--- src/shared/fprc_pkg.sv ---
package fprc_pkg;

  // register indices on the serial control port
  localparam logic [7:0] FPRC_FLASH_CTRL_ADDR = 8'h10;
  localparam logic [7:0] FPRC_PATTERN_CTRL_ADDR = 8'h11;
  localparam logic [7:0] FPRC_BANK1_CURRENT_ADDR = 8'h12;

  // flash driver control fields
  localparam int FPRC_FLASH_EN_BIT = 0;
  localparam int FPRC_FLASH_CUR_LSB = 1;
  localparam int FPRC_FLASH_DUR_LSB = 3;
  localparam int FPRC_FLASH_MOD_BIT = 5;

  // pattern generator control fields
  localparam int FPRC_INTENSITY_BIT = 0;
  localparam int FPRC_LOOP_BIT = 1;
  localparam int FPRC_RUN_BIT = 2;

  // bank-one current fields
  localparam int FPRC_BLUE_LSB = 0;
  localparam int FPRC_GREEN_LSB = 2;
  localparam int FPRC_RED_LSB = 4;

  // reset values
  localparam logic FPRC_BIT_RST = 1'h0;
  localparam logic [1:0] FPRC_SEL_RST = 2'h0;
  localparam logic [7:0] FPRC_BYTE_RST = 8'h00;

  // flash duration codes
  localparam logic [1:0] FPRC_DUR_200MS = 2'h0;
  localparam logic [1:0] FPRC_DUR_400MS = 2'h1;
  localparam logic [1:0] FPRC_DUR_600MS = 2'h2;
  localparam logic [1:0] FPRC_DUR_PIN = 2'h3;

  // timing
  localparam int FPRC_CLK_PERIOD_NS = 5;
  localparam int FPRC_FLASH_200_MS = 200;
  localparam int FPRC_FLASH_400_MS = 400;
  localparam int FPRC_FLASH_600_MS = 600;
  localparam int FPRC_FLASH_200_CYC = FPRC_FLASH_200_MS * 1000000 / FPRC_CLK_PERIOD_NS;
  localparam int FPRC_FLASH_400_CYC = FPRC_FLASH_400_MS * 1000000 / FPRC_CLK_PERIOD_NS;
  localparam int FPRC_FLASH_600_CYC = FPRC_FLASH_600_MS * 1000000 / FPRC_CLK_PERIOD_NS;
  localparam int FPRC_CNT_W = 32;

  // flash sequencer states, gray along idle-timed-done
  typedef enum logic [1:0] {
    FPRC_FL_IDLE = 2'h0,
    FPRC_FL_TIMED = 2'h1,
    FPRC_FL_DONE = 2'h3,
    FPRC_FL_HELD = 2'h2
  } fprc_flash_state_t;

endpackage

--- src/design/fprc_flash_timer.sv ---
`timescale 1ns/100ps
`default_nettype none
module fprc_flash_timer import fprc_pkg::*; #(
  parameter int T200_CYC = FPRC_FLASH_200_CYC,
  parameter int T400_CYC = FPRC_FLASH_400_CYC,
  parameter int T600_CYC = FPRC_FLASH_600_CYC
) (
  // clock and reset
  input wire logic clk,
  input wire logic rst,
  // control
  input wire logic enable,
  input wire logic [1:0] duration_sel,
  input wire logic pin_level,
  // drive
  output logic drive_on
);

  fprc_flash_state_t state_reg, state_next;
  logic [FPRC_CNT_W-1:0] count_reg;
  logic drive_reg;

  function automatic logic [FPRC_CNT_W-1:0] load_count(input logic [1:0] sel);
    case (sel)
      FPRC_DUR_400MS: load_count = FPRC_CNT_W'(T400_CYC);
      FPRC_DUR_600MS: load_count = FPRC_CNT_W'(T600_CYC);
      default: load_count = FPRC_CNT_W'(T200_CYC);
    endcase
  endfunction

  always_comb begin
    state_next = state_reg;
    case (state_reg)
      FPRC_FL_IDLE: begin
        if (enable) begin
          state_next = (duration_sel == FPRC_DUR_PIN) ? FPRC_FL_HELD : FPRC_FL_TIMED;
        end
      end
      FPRC_FL_TIMED: begin
        if (!enable) begin
          state_next = FPRC_FL_IDLE;
        end else if (count_reg == FPRC_CNT_W'(1)) begin
          state_next = FPRC_FL_DONE;
        end
      end
      FPRC_FL_HELD: begin
        if (!enable) begin
          state_next = FPRC_FL_IDLE;
        end
      end
      FPRC_FL_DONE: begin
        // one flash per arming; software clears enable to re-arm
        if (!enable) begin
          state_next = FPRC_FL_IDLE;
        end
      end
      default: state_next = FPRC_FL_IDLE;
    endcase
  end

  always_ff @(posedge clk) begin
    if (rst) begin
      state_reg <= FPRC_FL_IDLE;
    end else begin
      state_reg <= state_next;
    end
  end

  // timed flash length
  always_ff @(posedge clk) begin
    if (rst) begin
      count_reg <= '0;
    end else if (state_reg == FPRC_FL_IDLE) begin
      count_reg <= load_count(duration_sel);
    end else if (state_reg == FPRC_FL_TIMED) begin
      count_reg <= count_reg - FPRC_CNT_W'(1);
    end
  end

  // driver follows enable and sequence
  always_ff @(posedge clk) begin
    if (rst) begin
      drive_reg <= FPRC_BIT_RST;
    end else begin
      drive_reg <= (state_next == FPRC_FL_TIMED) || ((state_next == FPRC_FL_HELD) && pin_level);
    end
  end

  assign drive_on = drive_reg;

  property p_timed_drive;
    @(posedge clk) disable iff (rst)
    (state_reg == FPRC_FL_TIMED) |-> drive_reg;
  endproperty
  a_timed_drive: assert property (p_timed_drive)
    else $error("flash not driven during timed flash");

  property p_held_follows_pin;
    @(posedge clk) disable iff (rst)
    (state_reg == FPRC_FL_HELD) |-> (drive_reg == $past(pin_level));
  endproperty
  a_held_follows_pin: assert property (p_held_follows_pin)
    else $error("held flash does not follow pin");

  property p_done_dark;
    @(posedge clk) disable iff (rst)
    (state_reg == FPRC_FL_DONE) |-> !drive_reg;
  endproperty
  a_done_dark: assert property (p_done_dark)
    else $error("flash driven after timeout");

  c_held: cover property (@(posedge clk) disable iff (rst) state_reg == FPRC_FL_HELD && drive_reg);
  c_timeout: cover property (@(posedge clk) disable iff (rst) state_reg == FPRC_FL_DONE);

endmodule
`default_nettype wire

--- src/design/fprc_regs.sv ---
`timescale 1ns/100ps
`default_nettype none
// Behaviour
// flash enable bit 0 switches the high-current flash driver off at 0 and on at 1.
// flash current field bits 2-1 picks a quarter, half, three quarters or full flash current.
// flash duration field gives 200, 400 or 600 ms flashes, and code 11 follows the flash pin.
// flash modulation bit turns the flash driver modulation off at 0 and on at 1.
// setting the pattern run bit starts the pattern from its first command slot; a run write on the end of a single pass keeps run set with no restart.
// with the pattern run bit clear the pattern generator executes nothing.
// with the repeat bit clear the pattern runs once and then stops.
// with the repeat bit set the pattern repeats until software stops it.
// the intensity curve bit chooses intensity mode 0 or mode 1.
// red bank-one current field bits 5-4 picks a quarter to full current.
// green bank-one current field bits 3-2 picks a quarter to full current.
// blue bank-one current field bits 1-0 picks a quarter to full current.
// unused upper bits read zero and ignore writes, and every field resets to zero.
module fprc_regs import fprc_pkg::*; #(
  parameter int T200_CYC = FPRC_FLASH_200_CYC,
  parameter int T400_CYC = FPRC_FLASH_400_CYC,
  parameter int T600_CYC = FPRC_FLASH_600_CYC
) (
  // clock and reset
  input wire logic clk,
  input wire logic rst,
  // register port from the serial control interface
  input wire logic [7:0] reg_addr,
  input wire logic reg_wr_en,
  input wire logic [7:0] reg_wr_data,
  input wire logic reg_rd_en,
  output logic [7:0] reg_rd_data,
  output logic reg_rd_valid,
  // flash pin and flash driver
  input wire logic flash_pin,
  output logic flash_drive_on,
  output logic [1:0] flash_current_sel,
  output logic flash_modulation_enable,
  // pattern generator
  input wire logic pattern_end,
  output logic pattern_run,
  output logic pattern_restart,
  output logic pattern_loop,
  output logic intensity_mode,
  // bank-one current limits
  output logic [1:0] red_bank1_current_sel,
  output logic [1:0] green_bank1_current_sel,
  output logic [1:0] blue_bank1_current_sel
);

  logic wr_flash, wr_pattern, wr_bank1;
  logic flash_en_reg;
  logic [1:0] flash_cur_reg, flash_dur_reg;
  logic flash_mod_reg;
  logic run_reg, loop_reg, intensity_reg, restart_reg;
  logic [1:0] red_reg, green_reg, blue_reg;
  logic [7:0] rd_data_reg;
  logic rd_valid_reg;
  logic pin_meta_reg, pin_sync_reg;
  logic run_set, run_next;
  logic restart_next;
  logic flash_drive;

  assign wr_flash = reg_wr_en && (reg_addr == FPRC_FLASH_CTRL_ADDR);
  assign wr_pattern = reg_wr_en && (reg_addr == FPRC_PATTERN_CTRL_ADDR);
  assign wr_bank1 = reg_wr_en && (reg_addr == FPRC_BANK1_CURRENT_ADDR);

  // flash pin is asynchronous to clk
  always_ff @(posedge clk) begin
    if (rst) begin
      pin_meta_reg <= FPRC_BIT_RST;
      pin_sync_reg <= FPRC_BIT_RST;
    end else begin
      pin_meta_reg <= flash_pin;
      pin_sync_reg <= pin_meta_reg;
    end
  end

  // flash fields, reset zero
  always_ff @(posedge clk) begin
    if (rst) begin
      flash_en_reg <= FPRC_BIT_RST;
      flash_cur_reg <= FPRC_SEL_RST;
      flash_dur_reg <= FPRC_SEL_RST;
      flash_mod_reg <= FPRC_BIT_RST;
    end else if (wr_flash) begin
      flash_en_reg <= reg_wr_data[FPRC_FLASH_EN_BIT];
      flash_cur_reg <= reg_wr_data[FPRC_FLASH_CUR_LSB +: 2];
      flash_dur_reg <= reg_wr_data[FPRC_FLASH_DUR_LSB +: 2];
      flash_mod_reg <= reg_wr_data[FPRC_FLASH_MOD_BIT];
    end
  end

  // driver sequencing
  fprc_flash_timer #(
    .T200_CYC(T200_CYC),
    .T400_CYC(T400_CYC),
    .T600_CYC(T600_CYC)
  ) u_flash_timer (
    .clk(clk),
    .rst(rst),
    .enable(flash_en_reg),
    .duration_sel(flash_dur_reg),
    .pin_level(pin_sync_reg),
    .drive_on(flash_drive)
  );

  // software setting run wins over a same-cycle end of a single pass
  assign run_set = wr_pattern && reg_wr_data[FPRC_RUN_BIT];

  always_comb begin
    run_next = run_reg;
    restart_next = 1'h0;
    if (wr_pattern) begin
      run_next = reg_wr_data[FPRC_RUN_BIT];
    end
    // single pass clears run
    if (run_reg && pattern_end && !loop_reg && !run_set) begin
      run_next = 1'h0;
    end
    // start from first slot
    if (run_next && !run_reg) begin
      restart_next = 1'h1;
    end
    // loop back to first slot
    if (run_reg && run_next && pattern_end && loop_reg) begin
      restart_next = 1'h1;
    end
  end

  // run state
  always_ff @(posedge clk) begin
    if (rst) begin
      run_reg <= FPRC_BIT_RST;
      restart_reg <= FPRC_BIT_RST;
    end else begin
      run_reg <= run_next;
      restart_reg <= restart_next;
    end
  end

  // mode and loop bits
  always_ff @(posedge clk) begin
    if (rst) begin
      loop_reg <= FPRC_BIT_RST;
      intensity_reg <= FPRC_BIT_RST;
    end else if (wr_pattern) begin
      loop_reg <= reg_wr_data[FPRC_LOOP_BIT];
      intensity_reg <= reg_wr_data[FPRC_INTENSITY_BIT];
    end
  end

  // bank-one current fields
  always_ff @(posedge clk) begin
    if (rst) begin
      red_reg <= FPRC_SEL_RST;
      green_reg <= FPRC_SEL_RST;
      blue_reg <= FPRC_SEL_RST;
    end else if (wr_bank1) begin
      red_reg <= reg_wr_data[FPRC_RED_LSB +: 2];
      green_reg <= reg_wr_data[FPRC_GREEN_LSB +: 2];
      blue_reg <= reg_wr_data[FPRC_BLUE_LSB +: 2];
    end
  end

  // readback, unused bits zero
  always_ff @(posedge clk) begin
    if (rst) begin
      rd_data_reg <= FPRC_BYTE_RST;
      rd_valid_reg <= FPRC_BIT_RST;
    end else begin
      rd_valid_reg <= reg_rd_en;
      if (reg_rd_en) begin
        case (reg_addr)
          FPRC_FLASH_CTRL_ADDR:
            rd_data_reg <= {2'h0, flash_mod_reg, flash_dur_reg, flash_cur_reg, flash_en_reg};
          FPRC_PATTERN_CTRL_ADDR:
            rd_data_reg <= {5'h00, run_reg, loop_reg, intensity_reg};
          FPRC_BANK1_CURRENT_ADDR:
            rd_data_reg <= {2'h0, red_reg, green_reg, blue_reg};
          default:
            rd_data_reg <= FPRC_BYTE_RST;
        endcase
      end
    end
  end

  assign reg_rd_data = rd_data_reg;
  assign reg_rd_valid = rd_valid_reg;
  assign flash_drive_on = flash_drive;
  assign flash_current_sel = flash_cur_reg;
  assign flash_modulation_enable = flash_mod_reg;
  assign pattern_run = run_reg;
  assign pattern_restart = restart_reg;
  assign pattern_loop = loop_reg;
  assign intensity_mode = intensity_reg;
  assign red_bank1_current_sel = red_reg;
  assign green_bank1_current_sel = green_reg;
  assign blue_bank1_current_sel = blue_reg;

  property p_flash_off;
    @(posedge clk) disable iff (rst)
    !flash_en_reg |=> !flash_drive_on;
  endproperty
  a_flash_off: assert property (p_flash_off)
    else $error("flash driven while disabled");

  property p_flash_current;
    @(posedge clk) disable iff (rst)
    wr_flash |=> (flash_current_sel == $past(reg_wr_data[2:1]));
  endproperty
  a_flash_current: assert property (p_flash_current)
    else $error("flash current field not taken");

  property p_flash_start;
    @(posedge clk) disable iff (rst)
    (wr_flash && reg_wr_data[0] && reg_wr_data[4:3] != 2'h3 && !flash_en_reg)
      |=> ##1 flash_drive_on [*2];
  endproperty
  a_flash_start: assert property (p_flash_start)
    else $error("timed flash did not start");

  property p_flash_mod;
    @(posedge clk) disable iff (rst)
    wr_flash |=> (flash_modulation_enable == $past(reg_wr_data[5]));
  endproperty
  a_flash_mod: assert property (p_flash_mod)
    else $error("flash modulation bit not taken");

  property p_start;
    @(posedge clk) disable iff (rst)
    $rose(pattern_run) |-> pattern_restart;
  endproperty
  a_start: assert property (p_start)
    else $error("pattern start without restart");

  property p_idle;
    @(posedge clk) disable iff (rst)
    !pattern_run |-> !pattern_restart;
  endproperty
  a_idle: assert property (p_idle)
    else $error("restart while generator disabled");

  property p_single;
    @(posedge clk) disable iff (rst)
    (pattern_run && pattern_end && !pattern_loop && !wr_pattern) |=> !pattern_run;
  endproperty
  a_single: assert property (p_single)
    else $error("single pass did not stop");

  property p_loop;
    @(posedge clk) disable iff (rst)
    (pattern_run && pattern_end && pattern_loop && !wr_pattern) |=> pattern_run && pattern_restart;
  endproperty
  a_loop: assert property (p_loop)
    else $error("loop did not restart");

  property p_mode;
    @(posedge clk) disable iff (rst)
    wr_pattern |=> (intensity_mode == $past(reg_wr_data[0]));
  endproperty
  a_mode: assert property (p_mode)
    else $error("intensity mode not taken");

  property p_red;
    @(posedge clk) disable iff (rst)
    wr_bank1 |=> (red_bank1_current_sel == $past(reg_wr_data[5:4]));
  endproperty
  a_red: assert property (p_red)
    else $error("red current field not taken");

  property p_green;
    @(posedge clk) disable iff (rst)
    wr_bank1 |=> (green_bank1_current_sel == $past(reg_wr_data[3:2]));
  endproperty
  a_green: assert property (p_green)
    else $error("green current field not taken");

  property p_blue;
    @(posedge clk) disable iff (rst)
    wr_bank1 |=> (blue_bank1_current_sel == $past(reg_wr_data[1:0]));
  endproperty
  a_blue: assert property (p_blue)
    else $error("blue current field not taken");

  property p_upper_zero;
    @(posedge clk) disable iff (rst)
    (reg_rd_en && reg_addr != FPRC_FLASH_CTRL_ADDR) |=> (reg_rd_data[7:6] == 2'h0) && reg_rd_valid;
  endproperty
  a_upper_zero: assert property (p_upper_zero)
    else $error("unused bits read nonzero");

  c_single_pass: cover property (@(posedge clk) disable iff (rst)
    pattern_run && pattern_end && !pattern_loop);
  c_loop_pass: cover property (@(posedge clk) disable iff (rst)
    pattern_run && pattern_end && pattern_loop);
  c_flash_on: cover property (@(posedge clk) disable iff (rst) flash_drive_on);

endmodule
`default_nettype wire

--- config.mk ---
export PLATFORM = sky130hd
export DESIGN_NAME = fprc_regs
export DESIGN_NICKNAME = d
export VERILOG_FILES = /design/src/shared/fprc_pkg.sv /design/src/design/fprc_flash_timer.sv /design/src/design/fprc_regs.sv
export SDC_FILE = /design/constraint.sdc
export NUM_CORES = 1
export LEC_CHECK = 0
export ABC_AREA = 0
export BUFFER_PORTS_ARGS = -buffer_cell sky130_fd_sc_hd__buf_2
export CORE_MARGIN = 8
export CORE_UTILIZATION = 40
export CTS_CLUSTER_SIZE = 30
export DETAILED_ROUTE_END_ITERATION = 8
export SLEW_MARGIN = 10
export SYNTH_ARGS = -nofsm -noshare
export SYNTH_HDL_FRONTEND = slang
export SYNTH_SLANG_ARGS = --single-unit
export TNS_END_PERCENT = 100
--- constraint.sdc ---
create_clock -name clk -period 4.8 [get_ports clk]
set_clock_uncertainty 0.1 [all_clocks]
set_input_delay 0.24 -clock clk [delete_from_list [all_inputs] [get_ports clk]]
set_output_delay 0.24 -clock clk [all_outputs]
set_load 0.05 [all_outputs]
; ---- Word-level counts from Yosys, hierarchy flattened
; Index checks and enable logic that the tools add are counted.
; W data, S select, Z words.
[word_totals]
mem_count = 0
in_bits = 22
output_inout_bits = 23
romBits = 0
word_cells = 64
latch_bits = 0
register_bits = 62
mem_bits_rw = 0
[classes]
order_cmp = 0
n_mul = 0
n_reduce_logical = 19
n_shift = 0
n_mux = 14
bitwise = 0
n_eq_ne = 12
div = 0
add_sub_neg = 1
[ops]
columns = cell, n
row1 = $mux W32, 2
row2 = $pmux W27 S2, 1
row3 = $eq A32 B1 Y1 const B, 1
row4 = $sub A32 B1 Y32 const B, 1
row5 = $eq A8 B5 Y1 const B, 3
row6 = $pmux W6 S3, 1
row7 = $logic_and A1 B1 Y1, 12
row8 = $eq A2 B2 Y1 const B, 5
row9 = $mux W2, 5
row10 = $eq A2 B1 Y1 const B, 3
row11 = $pmux W2 S3, 1
row12 = $mux W1, 4
row13 = $logic_not A1 Y1, 3
row14 = $logic_not A2 Y1, 1
row15 = $reduce_bool A2 Y1, 1
row16 = $reduce_or A2 Y1, 1
row17 = $logic_or A1 B1 Y1, 1

; ---- Depth between registers and ports, before layout
[depth]
depth_word = 10
ltp_mapped = 6

; ---- Hierarchy
; A second synthesis with hierarchy kept.
[unflattened]
hier_cells = 396
area_unflattened_um2 = 3398.3
[modules_own_cells]
columns = module, cells_each, seq_area_each_um2, area_per_inst_um2, n_inst
row1 = fprc_flash_timer, 282, 700.7, 2214.6, 1
row2 = fprc_regs, 114, 500.5, 1183.6, 1

; ---- Least setup slack after synthesis
; No wires, ideal clock.
[synth_timing]
path_kind = register to register
startpoint = register u_flash_timer.count_reg[4]
endpoint = register u_flash_timer.count_reg[25]
path_slack_ns = 2.420
t_required_ns = 4.583
t_arrival_ns = 2.162
path_stages_with_launch = 5
path_cell_list = dfxtp_1 or4_4 or4_1 or4_1 a32o_1
[synth_via]
elab_chain_cells = 3
[synth_lines]
columns = element, line_no
row1 = start: declaration, fprc_flash_timer.sv:20  ; logic [FPRC_CNT_W-1:0] count_reg;
row2 = start signal: assignment, fprc_flash_timer.sv:74  ; count_reg <= load_count(duration_sel);
row3 = start signal: assignment, fprc_flash_timer.sv:76  ; count_reg <= count_reg - FPRC_CNT_W'(1);
row4 = $sub A32 B1 Y32, fprc_flash_timer.sv:76
row5 = $mux W32, fprc_flash_timer.sv:75  ; end else if (state_reg == FPRC_FL_TIMED) begin
row6 = $mux W32, fprc_flash_timer.sv:73  ; end else if (state_reg == FPRC_FL_IDLE) begin
; Every way passes these cells. The select of a mux whose other input is x is not followed.
; A chain may end at the register's enable or synchronous reset.

; ---- Worst setup path after layout
[layout_timing]
startpoint = register u_flash_timer.count_reg[4]
endpoint = register u_flash_timer.count_reg[26]
; Same word-level chain as after synthesis.

==> out/summary.txt <==
FINAL LAYOUT
--------------------------------------------------------------------------------------
Finished Core Util                                                               47.3%
Non-Filler Instances                                                               515
Final net count                                                                    437
Commonest non-fill, non-tap cell in the layout                            sky130_fd_sc_hd__dfxtp_1
Synth-to-layout area growth                                                      14.8%
Number of flip-flops in the largest register                                        32
Proportion of layout cells with a drive suffix above 1                           17.7%
Diode count                                                                          0
Most used cells in the layout excluding fill and tap cells                60 x sky130_fd_sc_hd__dfxtp_1, 40 x sky130_fd_sc_hd__buf_2, 37 x sky130_fd_sc_hd__nor2_1

LOGIC SYNTHESIS
--------------------------------------------------------------------------------------
Number of distinct standard cells referenced by the synthesized netlist             60
Share of synthesized area spent on multiplexers                                  7.58%
Async SR Flop Fraction                                                              0%
Dominant cell type by area after synthesis                                sky130_fd_sc_hd__dfxtp_1
Fraction of the mapped netlist area in compound gates                            14.8%
Total number of yosys warnings                                                       0
Synthesized instance count                                                         374
Number of flip-flops and latches in the synthesized netlist                         60
Prevailing post-synth register cell                                       sky130_fd_sc_hd__dfxtp_1
Avg Inst Size Synth                                                           8.52 µm²
Count of flip-flops with a built-in enable after synthesis                           0
Cell types with the largest area share after synthesis                    sky130_fd_sc_hd__dfxtp_1 38%, sky130_fd_sc_hd__mux2i_1 7.2%, sky130_fd_sc_hd__nand2b_1 5.3%
Post-synthesis adder-cell area fraction                                          2.75%
Post-synthesis share of cell area spent on and, or, nand and nor gates           30.8%
Sequential area share after synthesis                                            37.7%
Cell area after technology mapping                                            3190 µm²
Top cell type's share of synthesized area                                        37.7%
Xor/xnor share of the synthesized area                                           2.20%
Main combinational cell family by area after synthesis                    simple AND/OR/NAND/NOR gates

CRITICAL PATH
--------------------------------------------------------------------------------------
Nature of the critical path startpoint                                        register
Largest fanout on the critical path                                                  7
Data required time at the worst endpoint                                       4920 ps
Worst path arrival time                                                        2950 ps
Path type of the worst setup path                                           reg -> reg
Kind of capture point of the worst setup path                                 register
CP max stage cell                                                         sky130_fd_sc_hd__nor4_1
Longest individual stage delay on the worst path                                920 ps
Crit-path cells                                                           nor4_1 > nand4_1 > or3_2 > a211o_1

STA
--------------------------------------------------------------------------------------
Maximum operating frequency                                                    354 MHz
Setup TNS Final                                                                   0 ps
Tightest hold margin                                                           8.30 ps
Pins Over Slew Limit                                                                 0
Unrepaired setup endpoints after global routing                                  false
Slew headroom                                                                    23.6%
Min Clock Period, post-route                                                   2820 ps
Setup violators final                                                                0
Fraction of the cycle the final worst path needs                                 58.8%
Least-Margin Pin Slew                                                          1130 ps
Number of hold violations in the final report                                        0

OUTCOME
--------------------------------------------------------------------------------------
Outcome                                                                   finished, final reports clean

DIE
--------------------------------------------------------------------------------------
Die width                                                                       105 µm
Number of primary I/O pins                                                          45
Cell row count                                                                      32
Vertical die dimension                                                          105 µm
CORE AREA                                                                     7730 µm²
Die Area                                                                     11100 µm²
Initial core utilization                                                         41.2%

PLACEMENT
--------------------------------------------------------------------------------------
Total of buffers placed on input and output ports                                   40
Placed cell count                                                                  499
Post-detailed-placement half-perimeter wirelength                              5680 µm
RD Place Congestion                                                              0.837

CLOCK NETWORK
--------------------------------------------------------------------------------------
CTS H-Tree Depth                                                                     3
CTS tree                                                                          done
Buffers inserted by post-CTS timing repair                                           0
Total clock sinks                                                                   60
Buffer cell driving the clock tree root                                   sky130_fd_sc_hd__clkbuf_8
Clock slew seen by the registers of the worst setup and hold paths               80 ps
Hold_buf cts                                                                         0
Clock tree buffer depth                                                              2
Number of buffers added by the clock tree synthesis step                             9
Later-pin clock latency in the skew report                                      340 ps
Post-cts resize count                                                                0

DETAILED ROUTING
--------------------------------------------------------------------------------------
First DRT Iteration DRCs                                                           248
Mean number of vias per cell                                                      5.59
Antenna Nets Post-Route                                                              0
Router iterations before antenna repair                                              4
DRC Markers                                                                          0
Routed length per placed instance                                              15.9 µm
Via Count                                                                         2881
Total wirelength of the detailed-routed design                                 8210 µm

POWER AND IR DROP
--------------------------------------------------------------------------------------
Power per cell area                                                         282 nW/µm²
Maximum ir drop on the vdd rail                                               0.164 mV
Pwr Total                                                                      1030 µW
Leakage power                                                               0.00152 µW

RUN
--------------------------------------------------------------------------------------
Count of max-cap constraint violations                                               0

GRT
--------------------------------------------------------------------------------------
Overall Global Routing Usage                                                     15.2%
Largest net degree at the start of global routing                                   53
Vias in the first global route                                                    2830
Initial antenna violation count                                                      0
Total global routing overflow                                                        0
Global-route wire length before repair                                        14000 µm

WORST HOLD PATH
--------------------------------------------------------------------------------------
HP Class                                                                     in -> reg

[Yosys cell counts, drive strengths merged (6+ instances only)]
library cell / count
a21oi: 15
a31oi: 9
clkbuf: 17
dfxtp: 60
ha: 7
inv: 11
mux2i: 23
nand2: 23
nand2b: 27
nand3: 10
nor2: 37
nor2b: 6
nor4: 14
o21ai: 9
or2: 7
or3: 8
or4: 14
[layer usage]
| layer | track usage (%) | part of all wire, % |
|---|---|---|
| met1 | 19.8 | 47 |
| met4 | 6.22 | 1.8 |
| met2 | 23.6 | 45 |
| met5 | 0 | 0 |
| met3 | 3.71 | 6.1 |
[area by class of cell]
cell class              instances  area [µm²]
repair buffers                 43         223
fillers                       759        4070
clock inverters                 7        76.3
well taps                     102         128
clock buffers                   9         124
flip-flops and latches         60        1200
inverters                      11        41.3
multi-input cells             283        1870
[path summary, 6_finish.rpt]
check	start	to	slack [ps]	cells past startpoint
worst min register to register	pin_meta_reg	pin_sync_reg	340	1
worst max-delay path	u_flash_timer.count_reg[4]	u_flash_timer.count_reg[26]	1980	4
worst max register to register	u_flash_timer.count_reg[4]	u_flash_timer.count_reg[26]	1980	4
worst min-delay path	flash_pin	pin_meta_reg	8	2
[per-stage QoR]
step,setup slack (ps),area [µm²]
after detailed placement,1960,3450
final,1980,3660
after global placement,1990,3450
after CTS,1980,3650
after floorplan,2420,3190
after global routing,1760,3660
[worst max-delay path, delay by kind of cell, from the launching register on]
family,cells,cell delay (ps)
compound gates,1,290
simple gates,3,1960
flops,1,360
[cells by family after synthesis]
logic type	count (synthesis)
AND/OR/NAND/NOR	175
AO/OA/AOI/OAI	67
flip-flops	60
buffers and inverters	32
multiplexers	24
XOR/XNOR	8
adder cells (fa/ha/maj)	7
other	1
[power by group]
part / switching (µW) / total, µW / internal (µW)
clock: 222 / 464 / 242
combinational: 38.5 / 59.9 / 21.4
sequential: 5.32 / 508 / 502
Power figures use the tool's default switching activity.
